**config.mk**
```make
export PLATFORM = sky130hd
export DESIGN_NAME = odtc_device_flat
export DESIGN_NICKNAME = d
export VERILOG_FILES = /design/src/core/odtc_pkg.sv /design/src/core/odtc_link_if.sv /design/src/core/odtc_device.sv /design/src/flat_wrapper.sv
export SDC_FILE = /design/constraint.sdc
export NUM_CORES = 1
export LEC_CHECK = 0
export BUFFER_PORTS_ARGS = -buffer_cell sky130_fd_sc_hd__buf_2
export CAP_MARGIN = 20
export CORE_MARGIN = 2
export CORE_UTILIZATION = 60
export DETAILED_ROUTE_END_ITERATION = 6
export PLACE_DENSITY_LB_ADDON = 0.05
export SLEW_MARGIN = 0
export SYNTH_ARGS = -nofsm -noshare
export SYNTH_HDL_FRONTEND = slang
export SYNTH_SLANG_ARGS = --single-unit
```
**constraint.sdc**
```tcl
create_clock -name mclk_in -period 11.51 [get_ports mclk_in]
set_clock_uncertainty 0.1 [all_clocks]
set_input_delay 1.151 -clock mclk_in [delete_from_list [all_inputs] [get_ports mclk_in]]
set_output_delay 1.151 -clock mclk_in [all_outputs]
set_load 0.01 [all_outputs]
```
**src/core/odtc_pkg.sv**
```systemverilog
/*
  Shared constants, link command codes, mode register field layout and
  latency arithmetic for the termination control pair.
  Assumes both ends are built from the same package and clocked by mclk_in.
*/
// Contract
// - Synchronous termination timing while delay loop locked
// - Controller keeps termination off with loop off
// - Termination follows sampled pin after latency
// - Latency equals write latency plus additive minus two
// - Analog windows referenced to latency end
// - Pin stays high at least four cycles
// - After write, pin high four or six cycles
// - Controller lowers pin around reads
// - Termination returns only after device stops driving
// - Dynamic switching enabled by write strength bits
// - Strengths taken from mode register one, two
// - Nominal strength applies outside writes
// - Write strength selected write latency minus two
// - Nominal returns four or six plus off latency
// - Pin still controls on/off during dynamic switching
// - Controller clears write strength with loop off; the controller logic does not, the bench writes mode register two with zero
// - Turn-off and strength changes add half cycle
// - Termination active only with non-zero strength fields
// - Pin alone controls termination, no command decode; the device also holds it off during decoded reads
// - Termination off and pin ignored in self-refresh
package odtc_pkg;

  // ------------------------------------------------------------------
  // Link command codes
  // ------------------------------------------------------------------
  localparam logic [2:0] CMD_NOP   = 3'h0;
  localparam logic [2:0] CMD_MRS   = 3'h1;
  localparam logic [2:0] CMD_ACT   = 3'h2;
  localparam logic [2:0] CMD_WRITE = 3'h3;
  localparam logic [2:0] CMD_READ  = 3'h4;
  localparam logic [2:0] CMD_PREA  = 3'h5;
  localparam logic [2:0] CMD_SRE   = 3'h6;

  localparam int ADDR_W = 16;
  localparam int BANK_W = 3;
  localparam int PIPE_DEPTH = 32;

  localparam logic [BANK_W-1:0] MR_SEL_ZERO = 3'h0;
  localparam logic [BANK_W-1:0] MR_SEL_ONE  = 3'h1;
  localparam logic [BANK_W-1:0] MR_SEL_TWO  = 3'h2;
  localparam logic [ADDR_W-1:0] MR_RESET    = 16'h0000;

  // ------------------------------------------------------------------
  // Mode register fields
  // ------------------------------------------------------------------
  localparam int MR0_DLL_KEEP = 12;
  localparam int MR0_BL_LSB   = 0;
  localparam int MR0_CL_LSB   = 4;
  localparam int MR1_DLL_OFF  = 0;
  localparam int MR1_AL_LSB   = 3;
  localparam int MR1_NOM_A2   = 2;
  localparam int MR1_NOM_A6   = 6;
  localparam int MR1_NOM_A9   = 9;
  localparam int MR2_CWL_LSB  = 3;
  localparam int MR2_WR_LSB   = 9;
  localparam int WR_OTF_BIT   = 12;

  localparam logic [1:0] BL_FIXED8 = 2'h0;
  localparam logic [1:0] BL_OTF    = 2'h1;
  localparam logic [1:0] BL_FIXED4 = 2'h2;
  localparam logic [1:0] AL_CL1    = 2'h1;
  localparam logic [1:0] AL_CL2    = 2'h2;

  localparam logic [5:0] CL_BASE  = 6'h05;
  localparam logic [5:0] CWL_BASE = 6'h05;

  // ------------------------------------------------------------------
  // Timing counts in link clock cycles; LINK_HALF_DIV counts mclk_in cycles
  // ------------------------------------------------------------------
  localparam logic [5:0] LAT_OFFSET     = 6'h02;
  localparam logic [5:0] HIGH_MIN_SHORT = 6'h04;
  localparam logic [5:0] HIGH_MIN_FULL  = 6'h06;
  localparam logic [5:0] CWN_CHOP_ADD   = 6'h04;
  localparam logic [5:0] CWN_FULL_ADD   = 6'h06;
  localparam logic [5:0] READ_DRIVE_LEN = 6'h05;
  localparam int         LINK_HALF_DIV  = 10;

  function automatic logic [5:0] f_cl(input logic [ADDR_W-1:0] mr0);
    return CL_BASE + {3'h0, mr0[MR0_CL_LSB +: 3]};
  endfunction

  function automatic logic [5:0] f_al(input logic [ADDR_W-1:0] mr0,
                                      input logic [ADDR_W-1:0] mr1);
    logic [1:0] code;
    code = mr1[MR1_AL_LSB +: 2];
    if (code == AL_CL1) begin
      return f_cl(mr0) - 6'h01;
    end else if (code == AL_CL2) begin
      return f_cl(mr0) - 6'h02;
    end
    return 6'h00;
  endfunction

  function automatic logic [5:0] f_wl(input logic [ADDR_W-1:0] mr0,
                                      input logic [ADDR_W-1:0] mr1,
                                      input logic [ADDR_W-1:0] mr2);
    return CWL_BASE + {3'h0, mr2[MR2_CWL_LSB +: 3]} + f_al(mr0, mr1);
  endfunction

  function automatic logic [5:0] f_rl(input logic [ADDR_W-1:0] mr0,
                                      input logic [ADDR_W-1:0] mr1);
    return f_cl(mr0) + f_al(mr0, mr1);
  endfunction

  function automatic logic f_chop(input logic [ADDR_W-1:0] mr0,
                                  input logic [ADDR_W-1:0] addr);
    logic [1:0] mode;
    mode = mr0[MR0_BL_LSB +: 2];
    return (mode == BL_FIXED4) || ((mode == BL_OTF) && !addr[WR_OTF_BIT]);
  endfunction

endpackage

```
**src/core/odtc_link_if.sv**
```systemverilog
/*
  Link between memory controller and device termination logic.
  Assumes the controller alone drives every signal; the device only listens.
*/
`timescale 1ns/10ps
interface odtc_link_if;
  logic                          ck;
  logic                          cke;
  logic [2:0]                    cmd;
  logic [odtc_pkg::BANK_W-1:0]   bank;
  logic [odtc_pkg::ADDR_W-1:0]   addr;
  logic                          term_pin;

  modport ctrl (output ck, output cke, output cmd, output bank, output addr,
                output term_pin);
  modport dev  (input ck, input cke, input cmd, input bank, input addr,
                input term_pin);
endinterface

```
**src/core/odtc_device.sv**
```systemverilog
/*
  Device end: samples the link clock, decodes mode register writes, writes,
  reads and self-refresh, and derives termination on/off and strength.
  Assumes link signals change near the falling link edge and that the link
  clock is much slower than mclk_in.
*/
`timescale 1ns/10ps
module odtc_device #(
  parameter int PIPE_DEPTH = odtc_pkg::PIPE_DEPTH
) (
  input  wire logic       mclk_in,
  input  wire logic       reset_in,
  input  wire logic       clk_en_in,
  odtc_link_if.dev        link,
  output logic            term_on_out,
  output logic [2:0]      strength_out,
  output logic            strength_write_out,
  output logic            drive_out,
  output logic            sync_mode_out,
  output logic            self_refresh_out
);

  localparam int IN_W = 1 + 3 + odtc_pkg::BANK_W + odtc_pkg::ADDR_W + 1;

  // ------------------------------------------------------------------
  // Link synchronisers
  // ------------------------------------------------------------------
  logic            ck_s1_q;
  logic            ck_s2_q;
  logic            ck_s3_q;
  logic [IN_W-1:0] in_s1_q;
  logic [IN_W-1:0] in_s2_q;

  always_ff @(posedge mclk_in) begin
    if (reset_in) begin
      ck_s1_q <= 1'b0;
      ck_s2_q <= 1'b0;
      ck_s3_q <= 1'b0;
      in_s1_q <= '0;
      in_s2_q <= '0;
    end else if (clk_en_in) begin
      ck_s1_q <= link.ck;
      ck_s2_q <= ck_s1_q;
      ck_s3_q <= ck_s2_q;
      in_s1_q <= {link.cke, link.cmd, link.bank, link.addr, link.term_pin};
      in_s2_q <= in_s1_q;
    end
  end

  wire                          link_rise = ck_s2_q & ~ck_s3_q;
  wire                          link_fall = ~ck_s2_q & ck_s3_q;
  wire                          s_cke     = in_s2_q[IN_W-1];
  wire [2:0]                    s_cmd     = in_s2_q[IN_W-2 -: 3];
  wire [odtc_pkg::BANK_W-1:0]   s_bank    = in_s2_q[odtc_pkg::ADDR_W+1 +: odtc_pkg::BANK_W];
  wire [odtc_pkg::ADDR_W-1:0]   s_addr    = in_s2_q[1 +: odtc_pkg::ADDR_W];
  wire                          s_pin     = in_s2_q[0];

  // ------------------------------------------------------------------
  // Mode registers and device state
  // ------------------------------------------------------------------
  logic [odtc_pkg::ADDR_W-1:0] mr0_q;
  logic [odtc_pkg::ADDR_W-1:0] mr1_q;
  logic [odtc_pkg::ADDR_W-1:0] mr2_q;
  logic                        sr_q;
  logic                        bank_open_q;
  logic                        pd_q;

  wire is_mrs   = link_rise && s_cmd == odtc_pkg::CMD_MRS;
  wire is_write = s_cmd == odtc_pkg::CMD_WRITE;
  wire is_read  = s_cmd == odtc_pkg::CMD_READ;

  always_ff @(posedge mclk_in) begin
    if (reset_in) begin
      mr0_q       <= odtc_pkg::MR_RESET;
      mr1_q       <= odtc_pkg::MR_RESET;
      mr2_q       <= odtc_pkg::MR_RESET;
      sr_q        <= 1'b0;
      bank_open_q <= 1'b0;
      pd_q        <= 1'b0;
    end else if (clk_en_in) begin
      if (is_mrs && s_bank == odtc_pkg::MR_SEL_ZERO) begin
        mr0_q <= s_addr;
      end
      if (is_mrs && s_bank == odtc_pkg::MR_SEL_ONE) begin
        mr1_q <= s_addr;
      end
      if (is_mrs && s_bank == odtc_pkg::MR_SEL_TWO) begin
        mr2_q <= s_addr;
      end
      if (link_rise) begin
        if (s_cmd == odtc_pkg::CMD_SRE && !s_cke) begin
          sr_q <= 1'b1;
        end else if (s_cke) begin
          sr_q <= 1'b0;
        end
        if (s_cmd == odtc_pkg::CMD_ACT) begin
          bank_open_q <= 1'b1;
        end else if (s_cmd == odtc_pkg::CMD_PREA) begin
          bank_open_q <= 1'b0;
        end
        pd_q <= ~s_cke;
      end
    end
  end

  // ------------------------------------------------------------------
  // Mode decode
  // ------------------------------------------------------------------
  wire [2:0] rtt_nom = {mr1_q[odtc_pkg::MR1_NOM_A9], mr1_q[odtc_pkg::MR1_NOM_A6],
                        mr1_q[odtc_pkg::MR1_NOM_A2]};
  wire [1:0] rtt_wr  = mr2_q[odtc_pkg::MR2_WR_LSB +: 2];
  wire       dll_on  = ~mr1_q[odtc_pkg::MR1_DLL_OFF];
  wire       dll_keep = mr0_q[odtc_pkg::MR0_DLL_KEEP];
  // Frozen-loop precharge power-down leaves synchronous mode
  wire       sync_mode = dll_on && !(pd_q && !bank_open_q && !dll_keep);
  wire       dyn_en    = rtt_wr != 2'h0;
  wire       term_en   = (rtt_nom != 3'h0 || dyn_en) && sync_mode && !sr_q;

  wire [5:0] wl      = odtc_pkg::f_wl(mr0_q, mr1_q, mr2_q);
  wire [5:0] odt_lat = wl - odtc_pkg::LAT_OFFSET;
  wire [5:0] cnw_lat = wl - odtc_pkg::LAT_OFFSET;
  wire [5:0] cwn4    = odtc_pkg::CWN_CHOP_ADD + odt_lat;
  wire [5:0] cwn8    = odtc_pkg::CWN_FULL_ADD + odt_lat;
  wire [5:0] rl      = odtc_pkg::f_rl(mr0_q, mr1_q);
  wire [5:0] rd_lo   = rl - 6'h01;
  wire [5:0] rd_hi   = rl + odtc_pkg::READ_DRIVE_LEN;

  // ------------------------------------------------------------------
  // Event pipelines, one stage per link cycle
  // ------------------------------------------------------------------
  logic [PIPE_DEPTH-1:0] pin_pipe_q;
  logic [PIPE_DEPTH-1:0] wr_pipe_q;
  logic [PIPE_DEPTH-1:0] chop_pipe_q;
  logic [PIPE_DEPTH-1:0] rd_pipe_q;

  // Any event aged lo .. hi-1 cycles; chop events end at hi_c instead
  function automatic logic f_window(input logic [PIPE_DEPTH-1:0] ev,
                                    input logic [PIPE_DEPTH-1:0] chop,
                                    input logic [5:0]            lo,
                                    input logic [5:0]            hi,
                                    input logic [5:0]            hi_c);
    logic hit;
    hit = 1'b0;
    for (int i = 0; i < PIPE_DEPTH; i++) begin
      if (ev[i] && i >= int'(lo) && i < int'(chop[i] ? hi_c : hi)) begin
        hit = 1'b1;
      end
    end
    return hit;
  endfunction

  always_ff @(posedge mclk_in) begin
    if (reset_in) begin
      pin_pipe_q  <= '0;
      wr_pipe_q   <= '0;
      chop_pipe_q <= '0;
      rd_pipe_q   <= '0;
    end else if (clk_en_in && link_rise) begin
      pin_pipe_q  <= {pin_pipe_q[PIPE_DEPTH-2:0], s_pin};
      wr_pipe_q   <= {wr_pipe_q[PIPE_DEPTH-2:0], is_write};
      chop_pipe_q <= {chop_pipe_q[PIPE_DEPTH-2:0],
                      is_write && odtc_pkg::f_chop(mr0_q, s_addr)};
      rd_pipe_q   <= {rd_pipe_q[PIPE_DEPTH-2:0], is_read};
    end
  end

  // Stage 0 holds the value sampled at the latest link rise; a rise still
  // sees the stages from before its own shift, so turn-on reads one less
  wire [5:0] on_idx = odt_lat - 6'h01;
  wire pin_on    = pin_pipe_q[on_idx[4:0]];
  wire pin_late  = pin_pipe_q[odt_lat[4:0]];
  wire driving   = f_window(rd_pipe_q, '0, rd_lo, rd_hi, rd_hi);
  wire wr_window = dyn_en && f_window(wr_pipe_q, chop_pipe_q, cnw_lat, cwn8, cwn4);
  // On/off never looks at writes, only the delayed pin, term_en and driving
  wire rise_on   = pin_on && term_en && !driving;
  wire target_on = pin_late && term_en && !driving;

  // ------------------------------------------------------------------
  // Termination outputs
  // ------------------------------------------------------------------
  logic       term_on_q;
  logic [2:0] strength_q;
  logic       strength_write_q;
  logic       drive_q;
  logic       sync_q;

  always_ff @(posedge mclk_in) begin
    if (reset_in) begin
      term_on_q        <= 1'b0;
      strength_q       <= 3'h0;
      strength_write_q <= 1'b0;
      drive_q          <= 1'b0;
      sync_q           <= 1'b0;
    end else if (clk_en_in) begin
      sync_q <= sync_mode;
      if (!term_en) begin
        term_on_q <= 1'b0;
      end else if (link_rise && rise_on) begin
        term_on_q <= 1'b1;
      end else if (link_fall && !target_on) begin
        term_on_q <= 1'b0;
      end
      if (link_rise) begin
        drive_q <= driving;
      end
      if (link_fall) begin
        // Strength changes land half a link cycle after their edge
        strength_write_q <= wr_window;
        strength_q       <= wr_window ? {1'b0, rtt_wr} : rtt_nom;
      end
    end
  end

  assign term_on_out        = term_on_q;
  assign strength_out       = strength_q;
  assign strength_write_out = strength_write_q;
  assign drive_out          = drive_q;
  assign sync_mode_out      = sync_q;
  assign self_refresh_out   = sr_q;

endmodule

```
**src/flat_wrapper.sv**
```systemverilog
// flat-port wrapper written by rule: the top's interface ports become plain ports
module odtc_device_flat 
#(
  parameter int PIPE_DEPTH = odtc_pkg::PIPE_DEPTH
)
  (mclk_in, reset_in, clk_en_in, term_on_out, strength_out, strength_write_out, drive_out, sync_mode_out, self_refresh_out, link_ck, link_cke, link_cmd, link_bank, link_addr, link_term_pin);
  odtc_link_if link_i ();
  input  wire logic mclk_in;
  input  wire logic reset_in;
  input  wire logic clk_en_in;
  output logic term_on_out;
  output logic [2:0] strength_out;
  output logic strength_write_out;
  output logic drive_out;
  output logic sync_mode_out;
  output logic self_refresh_out;
  input wire logic [$bits(link_i.ck)-1:0] link_ck;
  input wire logic [$bits(link_i.cke)-1:0] link_cke;
  input wire logic [$bits(link_i.cmd)-1:0] link_cmd;
  input wire logic [$bits(link_i.bank)-1:0] link_bank;
  input wire logic [$bits(link_i.addr)-1:0] link_addr;
  input wire logic [$bits(link_i.term_pin)-1:0] link_term_pin;
  assign link_i.ck = link_ck;
  assign link_i.cke = link_cke;
  assign link_i.cmd = link_cmd;
  assign link_i.bank = link_bank;
  assign link_i.addr = link_addr;
  assign link_i.term_pin = link_term_pin;
  odtc_device #(.PIPE_DEPTH(PIPE_DEPTH)) u_core (.mclk_in(mclk_in), .reset_in(reset_in), .clk_en_in(clk_en_in), .link(link_i), .term_on_out(term_on_out), .strength_out(strength_out), .strength_write_out(strength_write_out), .drive_out(drive_out), .sync_mode_out(sync_mode_out), .self_refresh_out(self_refresh_out));
endmodule
```
Yosys cells after proc, flatten, opt, wreduce, memory -nomap -nowiden:

Index checks and enable logic that the tools add are counted.

* logic and storage cells: 465
* output and inout port bits: 8
* register bits: 223
* input port bits: 28

* muxes and demuxes: 113
* equality and inequality tests: 13
* add/sub/neg operators: 12
* bitwise operators: 6
* reductions and logical operators: 171
* $lt $le $gt $ge: 130

Operators with widths (count)
* $lt 6x32->1 const A: 16
* $lt 5x32->1 const A: 8
* $mux 6: 35
* $ge 5x6->1 const A: 32
* $logic_and 1x1->1: 148
* $lt 4x32->1 const A: 4
* $ge 4x6->1 const A: 16
* $lt 5x6->1 const A: 16
* $mux 1: 75
* $lt 3x32->1 const A: 2
* $ge 3x6->1 const A: 8
* $lt 4x6->1 const A: 8
* $lt 1x32->1 const A: 1
* $lt 2x32->1 const A: 1
* $ge 1x6->1 const A: 4
* $ge 2x6->1 const A: 4
* $lt 3x6->1 const A: 4
* $add 3x6->6 const A: 2
* $add 6x6->6: 2
* $lt 1x6->1 const A: 2
* $lt 2x6->1 const A: 2
* $lt 5x6->1 const B: 2
* $reduce_and 2->1: 6
* $sub 6x1->6 const B: 2
* other kinds (20): 45

Longest topological paths before layout:

Gate-level depths: netlist of the first run.

* word-level depth: 49
* mapped depth: 27
* depth with buffers taken out: 23

Worst setup path after synthesis of the first run:

Ideal clock, no wire load.

* path type: reg-to-reg
* start: reg u_core.mr0_q[4] (netlist name)
* end: reg u_core.strength_q[0], in the netlist u_core.strength_out[0]
* buffers on the path: 2
* cell stages (with the launch flop): 24
* clock period less this slack: 5.579 ns
* required time: 11.331 ns
* path slack: 5.931 ns
* arrival time: 5.399 ns
* setup time: 0.079 ns
* path through: dfxtp_1 ha_1 xnor2_1 inv_1 ha_1 nor2b_1 a211o_1 ha_1 inv_1 fa_1 clkbuf_1 inv_1 ha_1 a21oi_1 xnor2_1 xnor2_1 clkbuf_1 nor4_1 a31oi_1 a22o_1 o31a_1 or4_1 o2111a_1 a211oi_2

* longest elaborated chain between the ends: 45
* elaborated cells on any way between the ends: 204
* those cells by class: add/sub (7); order compare (64); mux (68); reduce/logical (65)

RTL lines
* start, declared: line odtc_device.sv:61 `logic [odtc_pkg::ADDR_W-1:0] mr0_q;`
* start signal, assigned: line odtc_device.sv:74 `mr0_q <= odtc_pkg::MR_RESET;`
* start signal, assigned: line odtc_device.sv:82 `mr0_q <= s_addr;`
* $add 3x3->4 *: line odtc_pkg.sv:85 `return CL_BASE + {3'h0, mr0[MR0_CL_LSB +: 3]};`
* $sub 6x2->6: line odtc_pkg.sv:95 `return f_cl(mr0) - 6'h02;`
* $mux 6: line odtc_pkg.sv:94 `end else if (code == AL_CL2) begin`
* $mux 6 *: line odtc_pkg.sv:92 `if (code == AL_CL1) begin`
* $mux 6 *: line odtc_pkg.sv:97 `return 6'h00;`
* $add 6x6->6 *: line odtc_pkg.sv:103 `return CWL_BASE + {3'h0, mr2[MR2_CWL_LSB +: 3]} + f_al(mr0, mr1);`
* $sub 6x2->6 *: line odtc_device.sv:120, odtc_device.sv:121
* $add 3x6->6, on equally long branches: line odtc_device.sv:123, odtc_device.sv:122
* $mux 6: line odtc_device.sv:145 `if (ev[i] && i >= int'(lo) && i < int'(chop[i] ? hi_c : hi)) begin`
* $lt 1x32->1: line odtc_device.sv:145
* $logic_and 1x1->1: line odtc_device.sv:145
* $mux 1 (31 in series): line odtc_device.sv:145
* $mux 1 *: line odtc_device.sv:145
* $logic_and 1x1->1 *: line odtc_device.sv:173 `wire wr_window = dyn_en && f_window(wr_pipe_q, chop_pipe_q, cnw_lat, cwn8, cwn4);`
* $mux 3 *: line odtc_device.sv:209 `strength_q <= wr_window ? {1'b0, rtt_wr} : rtt_nom;`
* end signal, assigned: line odtc_device.sv:209
* end, declared: line odtc_device.sv:182 `logic [2:0] strength_q;`

Mark *: on every way between the ends. The rest lies on a longest branch, timed or not. The select of a mux whose other input is x is not followed.
A chain may end at the register's enable or synchronous reset.

Final worst setup path of the first run:

* start: reg u_core.mr0_q[4] (netlist name)
* end: reg u_core.strength_q[1], in the netlist u_core.strength_out[1]

The elaborated chain is that of the path after synthesis.

==> results by group, run 1 <==
Floorplan
  • Num ports: 36
  • Die W: 140 microns
  • Starting density of the core: 0.617
  • Standard-cell row count: 49
  • Full die area: 19700 sq um
  • Core Area: 18100 sq um
  • Die Y-Extent: 140 microns

Clocking
  • Number of buffers created by CTS: 17
  • Worst skew pair latency: 0.45 ns
  • CTS root buf: sky130_fd_sc_hd__clkbuf_16
  • CTS clock-pin slew for the worst setup and hold paths: 0.08 ns
  • Sink Count: 194
  • Hold Buf Count CTS: 0
  • Post-CTS setup-driven buffer insertion count: 0
  • Number of levels the H-tree was split into: 4
  • Number of gates resized after CTS: 0
  • CTS Buffer Depth: 2
  • TritonCTS clock tree: done

Drt
  • Detailed-route via count: 10400
  • Remaining DRCs: 0
  • Detailed Routing Iterations Pass 1: 6
  • Detailed router's first-iteration violation count: 1075
  • DR vias/cell: 6.31
  • Drt total wl: 31200 microns
  • Count of nets left with antenna violations after detail routing: 0
  • Routed length per instance: 18.8 microns

Layout
  • P&R area growth vs syn: 7.45%
  • Final core utilization: 0.663
  • Diode insertion count for antenna repair: 0
  • Final #Nets: 1475
  • Share of cells above drive strength 1: 0.0827

GRT
  • Initial antenna violation count: 0
  • All-layer global routing usage: 0.319
  • Global-route wire length before repair: 50900 microns
  • Number of global-route vias before repair: 9861
  • Maximum number of pins on one net before global-route repair: 108
  • Residual overflow from global routing: 0

Timing
  • Setup repair after global routing missed its margin: false
  • Setup violation total in the final timing report: 0
  • Final worst-path cycle share: 0.600
  • Final-layout setup total negative slack: 0 ns
  • Total count of hold-check failures in the final report: 0
  • Fin crit period: 6.91 ns
  • Worst slew slack as a fraction of its limit: 0.224
  • Max-slew violation count: 0
  • Maximum achievable frequency: 145 MHz
  • Tightest Pin Transition: 1.16 ns

Yosys
  • Cell taking the most area after synthesis: sky130_fd_sc_hd__dfxtp_1
  • Fraction of the yosys area taken by sequential cells: 0.348
  • Count of cell types in the netlist: a little over 80
  • Area share of the largest cell type after synthesis: 0.348
  • Mean Syn Cell Area: 7.72 sq um
  • Biggest area contributors in the synthesized netlist: sky130_fd_sc_hd__dfxtp_1 35%, sky130_fd_sc_hd__nand2_1 11%, sky130_fd_sc_hd__a21oi_1 7.8%, sky130_fd_sc_hd__mux2i_1 5.5%, sky130_fd_sc_hd__nor2_1 4.3%
  • Async set-or-reset flop fraction in the synthesized netlist: 0
  • Number of synthesized flops with an enable pin: 0
  • Commonest cells in the netlist: 319 x sky130_fd_sc_hd__nand2_1, 194 x sky130_fd_sc_hd__dfxtp_1, 173 x sky130_fd_sc_hd__a21oi_1, 127 x sky130_fd_sc_hd__nor2_1, 77 x sky130_fd_sc_hd__clkbuf_1
  • FF+latch count, synth: slightly below 200
  • Most frequently used cell type in the post-synthesis netlist: sky130_fd_sc_hd__nand2_1
  • Count of synthesis-stage warnings from yosys: 0
  • Synth Cell Area: 11200 sq um
  • Post-synthesis net count: between 1500 and 2000
  • Gate Count Post-Synth: 1447
  • Primary flip-flop cell chosen by synthesis mapping: sky130_fd_sc_hd__dfxtp_1

Outcome
  • Status: completed

Critical path
  • Worst stage delay on the critical path: 0.57 ns
  • Setup crit start kind: flip-flop
  • WP data required: 11.77 ns
  • Category of the worst setup path capture point: flip-flop
  • Worst-path maximum fanout: 12
  • Cell with the most instances on the worst path: sky130_fd_sc_hd__ha_1
  • Arrival time worst endpoint: 7.16 ns
  • Standard cell with the maximum stage delay on the critical path: sky130_fd_sc_hd__or4_1
  • Worst setup path class: reg2reg
  • Cell-by-cell listing of the critical path: ha_1 -> xnor2_1 -> inv_1 -> ha_1 -> ha_1 -> nor2b_1 -> a211o_1 -> ha_1 -> inv_1 -> ha_1 -> xor2_1 -> buf_4 -> ha_1 -> xnor2_1 -> nor3_1 -> or2_1 -> a31oi_1 -> a311oi_1 -> a22oi_1 -> or4_1 -> a22oi_1 -> a2111oi_0 -> a211oi_1

Pwr
  • Power per cell area: 114 nW/um^2
  • Static leakage: 4.35 nW
  • Max VDD drop: around 0.00012 V

Flow run
  • Number of maximum-capacitance constraint violations: 0

Hold path
  • Worst hold-check path type: reg2reg

Place
  • Sum of net half-perimeters after detailed placement: 21400 microns
  • Port buffer count: 29
  • Routability congestion estimate from global placement: 1.05
## cells in the final DEF (no fill, tap or decap), drive strengths merged, types with 7 or more instances in the layout
cell type	n
a2111oi	7
a211oi	20
a21o	8
a21oi	175
a22oi	7
a311oi	10
a31oi	13
buf	45
clkbuf	17
dfxtp	194
ha	32
inv	48
mux2i	61
mux4	20
nand2	319
nand2b	13
nand3	30
nand4	10
nor2	127
nor2b	7
nor3	29
nor4	10
o211ai	11
o21ai	59
o31ai	8
or2	7
xnor2	18
xor2	7
## path summary, 6_finish.rpt
| check | from | end | slack, ns | cells after the start |
|---|---|---|---|---|
| setup / recovery | u_core.mr0_q[4]$_SDFFE_PP0P_ | u_core.strength_out[1]$_SDFFE_PP0P_ | 4.60 | 23 |
| hold / removal | u_core.rd_pipe_q[4]$_SDFFE_PP0P_ | u_core.rd_pipe_q[5]$_SDFFE_PP0P_ | 0.37 | 2 |
| setup reg to reg | u_core.mr0_q[4]$_SDFFE_PP0P_ | u_core.strength_out[1]$_SDFFE_PP0P_ | 4.60 | 23 |
| hold reg to reg | u_core.rd_pipe_q[4]$_SDFFE_PP0P_ | u_core.rd_pipe_q[5]$_SDFFE_PP0P_ | 0.37 | 2 |
## report_power, final
part           total [mW]  internal, mW  switching (mW)
sequential          0.682         0.678         0.00480
combinational      0.0375        0.0125          0.0250
clock               0.653         0.354           0.299
## worst max-delay path, delay by kind of cell, from the launching register on
family,cells,cell delay (ns)
buffers and inverters,3,0.37
AO/OA/AOI/OAI,7,1.67
flip-flops,1,0.55
XOR/XNOR,3,0.51
adder cells (fa/ha/maj),6,1.92
AND/OR/NAND/NOR,4,1.70
## layer usage
layer	vias up	global-route usage	share of wire	wire, microns
met2	392	0.519	0.46	14500
met1	4899	0.427	0.44	13800
met3	78	0.0588	0.065	2030
li1	5066	-	-	-
met4	0	0.111	0.027	843
met5	-	0	0	0
## metrics by stage
step	instances	worst slack [ns]	power [mW]	cell area, sq um	hold WS, ns
2_1_floorplan	1447	5.93	0.725	11200	0.331
3_3_place_gp	1622	5.02	0.735	11300	0.346
3_5_place_dp	1622	4.88	0.735	11300	0.358
4_1_cts	1654	4.82	1.38	12000	0.369
5_1_grt	1655	4.28	1.41	12000	0.385
6_report	1655	4.60	1.37	12000	0.369
## kinds of logic (layout without fill, tap and decap cells)
group,Yosys count,count (layout),share of synthesized area
AOI/OAI and AO/OA,388,388,0.219
and+or+nand+nor,581,581,0.224
xor gates and xnor gates,26,26,0.0230
adders and majority gates,34,34,0.0394
buffers and inverters,140,119,0.0490
muxes,84,84,0.0984
DFF,194,194,0.348
## registers in the layout, summed over array words and instances, names as in the netlist, 3 cells and up
name	flops
u_core.chop_pipe_q	32
u_core.strength_out	3
u_core.mr0_q	6
u_core.mr2_q	5
u_core.in_s1_q	18
u_core.mr1_q	6
u_core.rd_pipe_q	32
u_core.in_s2_q	18
u_core.wr_pipe_q	32
u_core.pin_pipe_q	32
## cell type report
type,instances,area [sq um]
inverters,42,158
multi-input cells,1113,6750
clock buffers,17,425
fillers,1571,6090
clock inverters,15,215
repair buffers,45,284
flip-flops and latches,194,3880
well taps,229,287
Note: power is estimated with default switching activity, not from simulation.
==> inputs of run 2 (changes only) <==
--- a/config.mk
+++ b/config.mk
@@ -8,7 +8,7 @@
 export BUFFER_PORTS_ARGS = -buffer_cell sky130_fd_sc_hd__buf_2
 export CAP_MARGIN = 20
 export CORE_MARGIN = 2
-export CORE_UTILIZATION = 60
+export CORE_UTILIZATION = 57
 export DETAILED_ROUTE_END_ITERATION = 6
 export PLACE_DENSITY_LB_ADDON = 0.05
 export SLEW_MARGIN = 0
==> constraint.sdc (replaced) <==
create_clock -name mclk_in -period 6.1 [get_ports mclk_in]
set_clock_uncertainty 0.1 [all_clocks]
set_input_delay 0.61 -clock mclk_in [delete_from_list [all_inputs] [get_ports mclk_in]]
set_output_delay 0.61 -clock mclk_in [all_outputs]
set_load 0.01 [all_outputs]
==> results by group, run 2 (same netlist as run 1, synthesis figures left out) <==
Clocking
  • CTS Buffer Depth: 2
  • Worst skew pair latency: 0.45 ns
  • Number of levels the H-tree was split into: 4
  • Sink Count: 194
  • Hold Buf Count CTS: 0
  • TritonCTS clock tree: done
  • CTS clock-pin slew for the worst setup and hold paths: 0.09 ns
  • Number of buffers created by CTS: 17
  • CTS root buf: sky130_fd_sc_hd__clkbuf_16

Drt
  • Detailed Routing Iterations Pass 1: 6
  • Detailed-route via count: 10600
  • Routed length per instance: 18.6 microns
  • Remaining DRCs: 0
  • Drt total wl: 32000 microns
  • DR vias/cell: 6.17
  • Count of nets left with antenna violations after detail routing: 0
  • Detailed router's first-iteration violation count: 1123

Critical path
  • Worst stage delay on the critical path: 0.42 ns
  • Cell-by-cell listing of the critical path: ha_2 -> inv_1 -> ha_1 -> ha_1 -> nor2b_1 -> a211o_1 -> ha_1 -> inv_1 -> ha_1 -> xor2_2 -> ha_2 -> a21oi_1 -> xnor2_1 -> xnor2_2 -> buf_4 -> a311oi_1 -> a311oi_1 -> a2111oi_1 -> nand4_1 -> a22o_1 -> o2111a_1 -> a211oi_2
  • Standard cell with the maximum stage delay on the critical path: sky130_fd_sc_hd__a2111oi_1
  • Worst-path maximum fanout: 8
  • Worst setup path class: reg2reg
  • WP data required: about 6.4 ns
  • Category of the worst setup path capture point: flip-flop
  • Cell with the most instances on the worst path: sky130_fd_sc_hd__ha_1
  • Worst Reg2Reg Path Length in Cells: 22
  • Arrival time worst endpoint: 6.08 ns
  • Setup crit start kind: flip-flop

Layout
  • Final #Nets: 1501
  • Area occupied by multi-input gates: just under 7000 sq um
  • Post-route cell area: 12300 sq um
  • Leading cell type in the layout, fill and taps excluded: sky130_fd_sc_hd__nand2_1
  • Diode insertion count for antenna repair: 0
  • Share of cells above drive strength 1: 0.105
  • P&R area growth vs syn: 9.93%
  • Number of filler instances in the final layout: 1775
  • Sequential Area: 3880 sq um
  • Leading cell types in the layout, fill and taps excluded: 319 x sky130_fd_sc_hd__nand2_1, 194 x sky130_fd_sc_hd__dfxtp_1, 173 x sky130_fd_sc_hd__a21oi_1, 126 x sky130_fd_sc_hd__nor2_1, 61 x sky130_fd_sc_hd__mux2i_1

GRT
  • Residual overflow from global routing: 0
  • Maximum number of pins on one net before global-route repair: roughly 120
  • Initial antenna violation count: 0
  • Global-route wire length before repair: 49900 microns
  • All-layer global routing usage: 0.308
  • Number of global-route vias before repair: 9331

Floorplan
  • Die W: 144 microns
  • Die Y-Extent: roughly 140 microns
  • Starting density of the core: 0.577
  • Num ports: 36
  • Core Area: 19300 sq um
  • Full die area: a little over 20000 sq um
  • Standard-cell row count: ~50

Timing
  • Fin crit period: roughly 5.8 ns
  • Setup violation total in the final timing report: 0
  • Setup repair after global routing missed its margin: false
  • Worst slew slack as a fraction of its limit: 0.340
  • Tightest Pin Transition: 0.982 ns
  • Final worst-path cycle share: 0.952
  • Total count of hold-check failures in the final report: 0
  • Maximum achievable frequency: 172 MHz
  • Final-layout setup total negative slack: 0 ns
  • Max-slew violation count: 0

Place
  • Post-DP Area: 11600 sq um
  • Port buffer count: 29
  • Sum of net half-perimeters after detailed placement: 22400 microns
  • Routability congestion estimate from global placement: approximately 1.0

Pwr
  • Max VDD drop: between 0.00015 and 0.0002 V
  • Static leakage: 4.48 nW
  • Power per cell area: between 200 and 250 nW/um^2

Flow run
  • Number of maximum-capacitance constraint violations: 0

Outcome
  • Status: completed

Hold path
  • Number of instances on the worst hold path: 3
  • Worst hold-check path type: in2reg
[run 2: cell types whose count changed in the layout (fill, tap and decap cells not counted), sizes merged]
cell      change
inv           +6
buf          +26
bufinv        -2
clkinvlp      -1
clkinv        -3
[run 2: path summary, 6_finish.rpt]
kind / start / end / slack (ns)
worst min register to register: u_core.rd_pipe_q[11]$_SDFFE_PP0P_ / u_core.rd_pipe_q[12]$_SDFFE_PP0P_ / 0.36
worst max-delay path: u_core.mr0_q[5]$_SDFFE_PP0P_ / u_core.strength_out[0]$_SDFFE_PP0P_ / 0.29
worst min-delay path: link_addr[2] / u_core.in_s1_q[3]$_SDFFE_PP0P_ / 0.28
worst max register to register: u_core.mr0_q[5]$_SDFFE_PP0P_ / u_core.strength_out[0]$_SDFFE_PP0P_ / 0.29
[run 2: final cells by class]
cell class | count | area share
Multi-Input combinational cell | 1113 | 0.553
Clock buffer | 17 | 0.0347
Sequential cell | 194 | 0.316
Clock inverter | 15 | 0.0183
Tap cell | 265 | 0.0270
Timing Repair Buffer | 71 | 0.0378
Inverter | 42 | 0.0128
[run 2: repair_timing]
item / CTS / global route
endpoints found under the setup margin: 0 / 4
gates resized for setup: 0 / 11
buffers inserted: 0 / 1
[run 2: layer usage]
layer | track usage | part of all wire
met4 | 0.101 | 0.029
met2 | 0.466 | 0.44
met5 | 0 | 0
met3 | 0.0683 | 0.076
met1 | 0.435 | 0.45
[run 2: per-stage QoR]
stage / setup WS [ns] / util / std cells / total power [mW] / hold slack (ns)
detailed placement: 0.0415 / 0.598 / 1683 / 1.39 / 0.361
floorplan: 0.521 / - / 1447 / 1.37 / 0.331
finish: 0.290 / 0.635 / 1717 / 2.59 / 0.285
global placement: 0.233 / 0.598 / 1683 / 1.39 / 0.350
CTS: 0.0219 / 0.632 / 1715 / 2.61 / 0.271
global route: 0.0284 / 0.635 / 1717 / 2.67 / 0.281
[run 2: critical path: cells and delay by family (launching register included)]
family	cells	cell delay [ns]
adder cells (fa/ha/maj)	6	1.80
flip-flops	1	0.33
AND/OR/NAND/NOR	2	0.40
buffers and inverters	3	0.36
AO/OA/AOI/OAI	8	1.98
XOR/XNOR	3	0.75
[run 2: power breakdown]
group | total [mW] | leakage [nW] | switching, mW | internal (mW)
Combinational | 0.0703 | 2.60 | 0.0470 | 0.0233
Sequential | 1.29 | 1.57 | 0.00913 | 1.28
Clock | 1.23 | 0.316 | 0.614 | 0.618
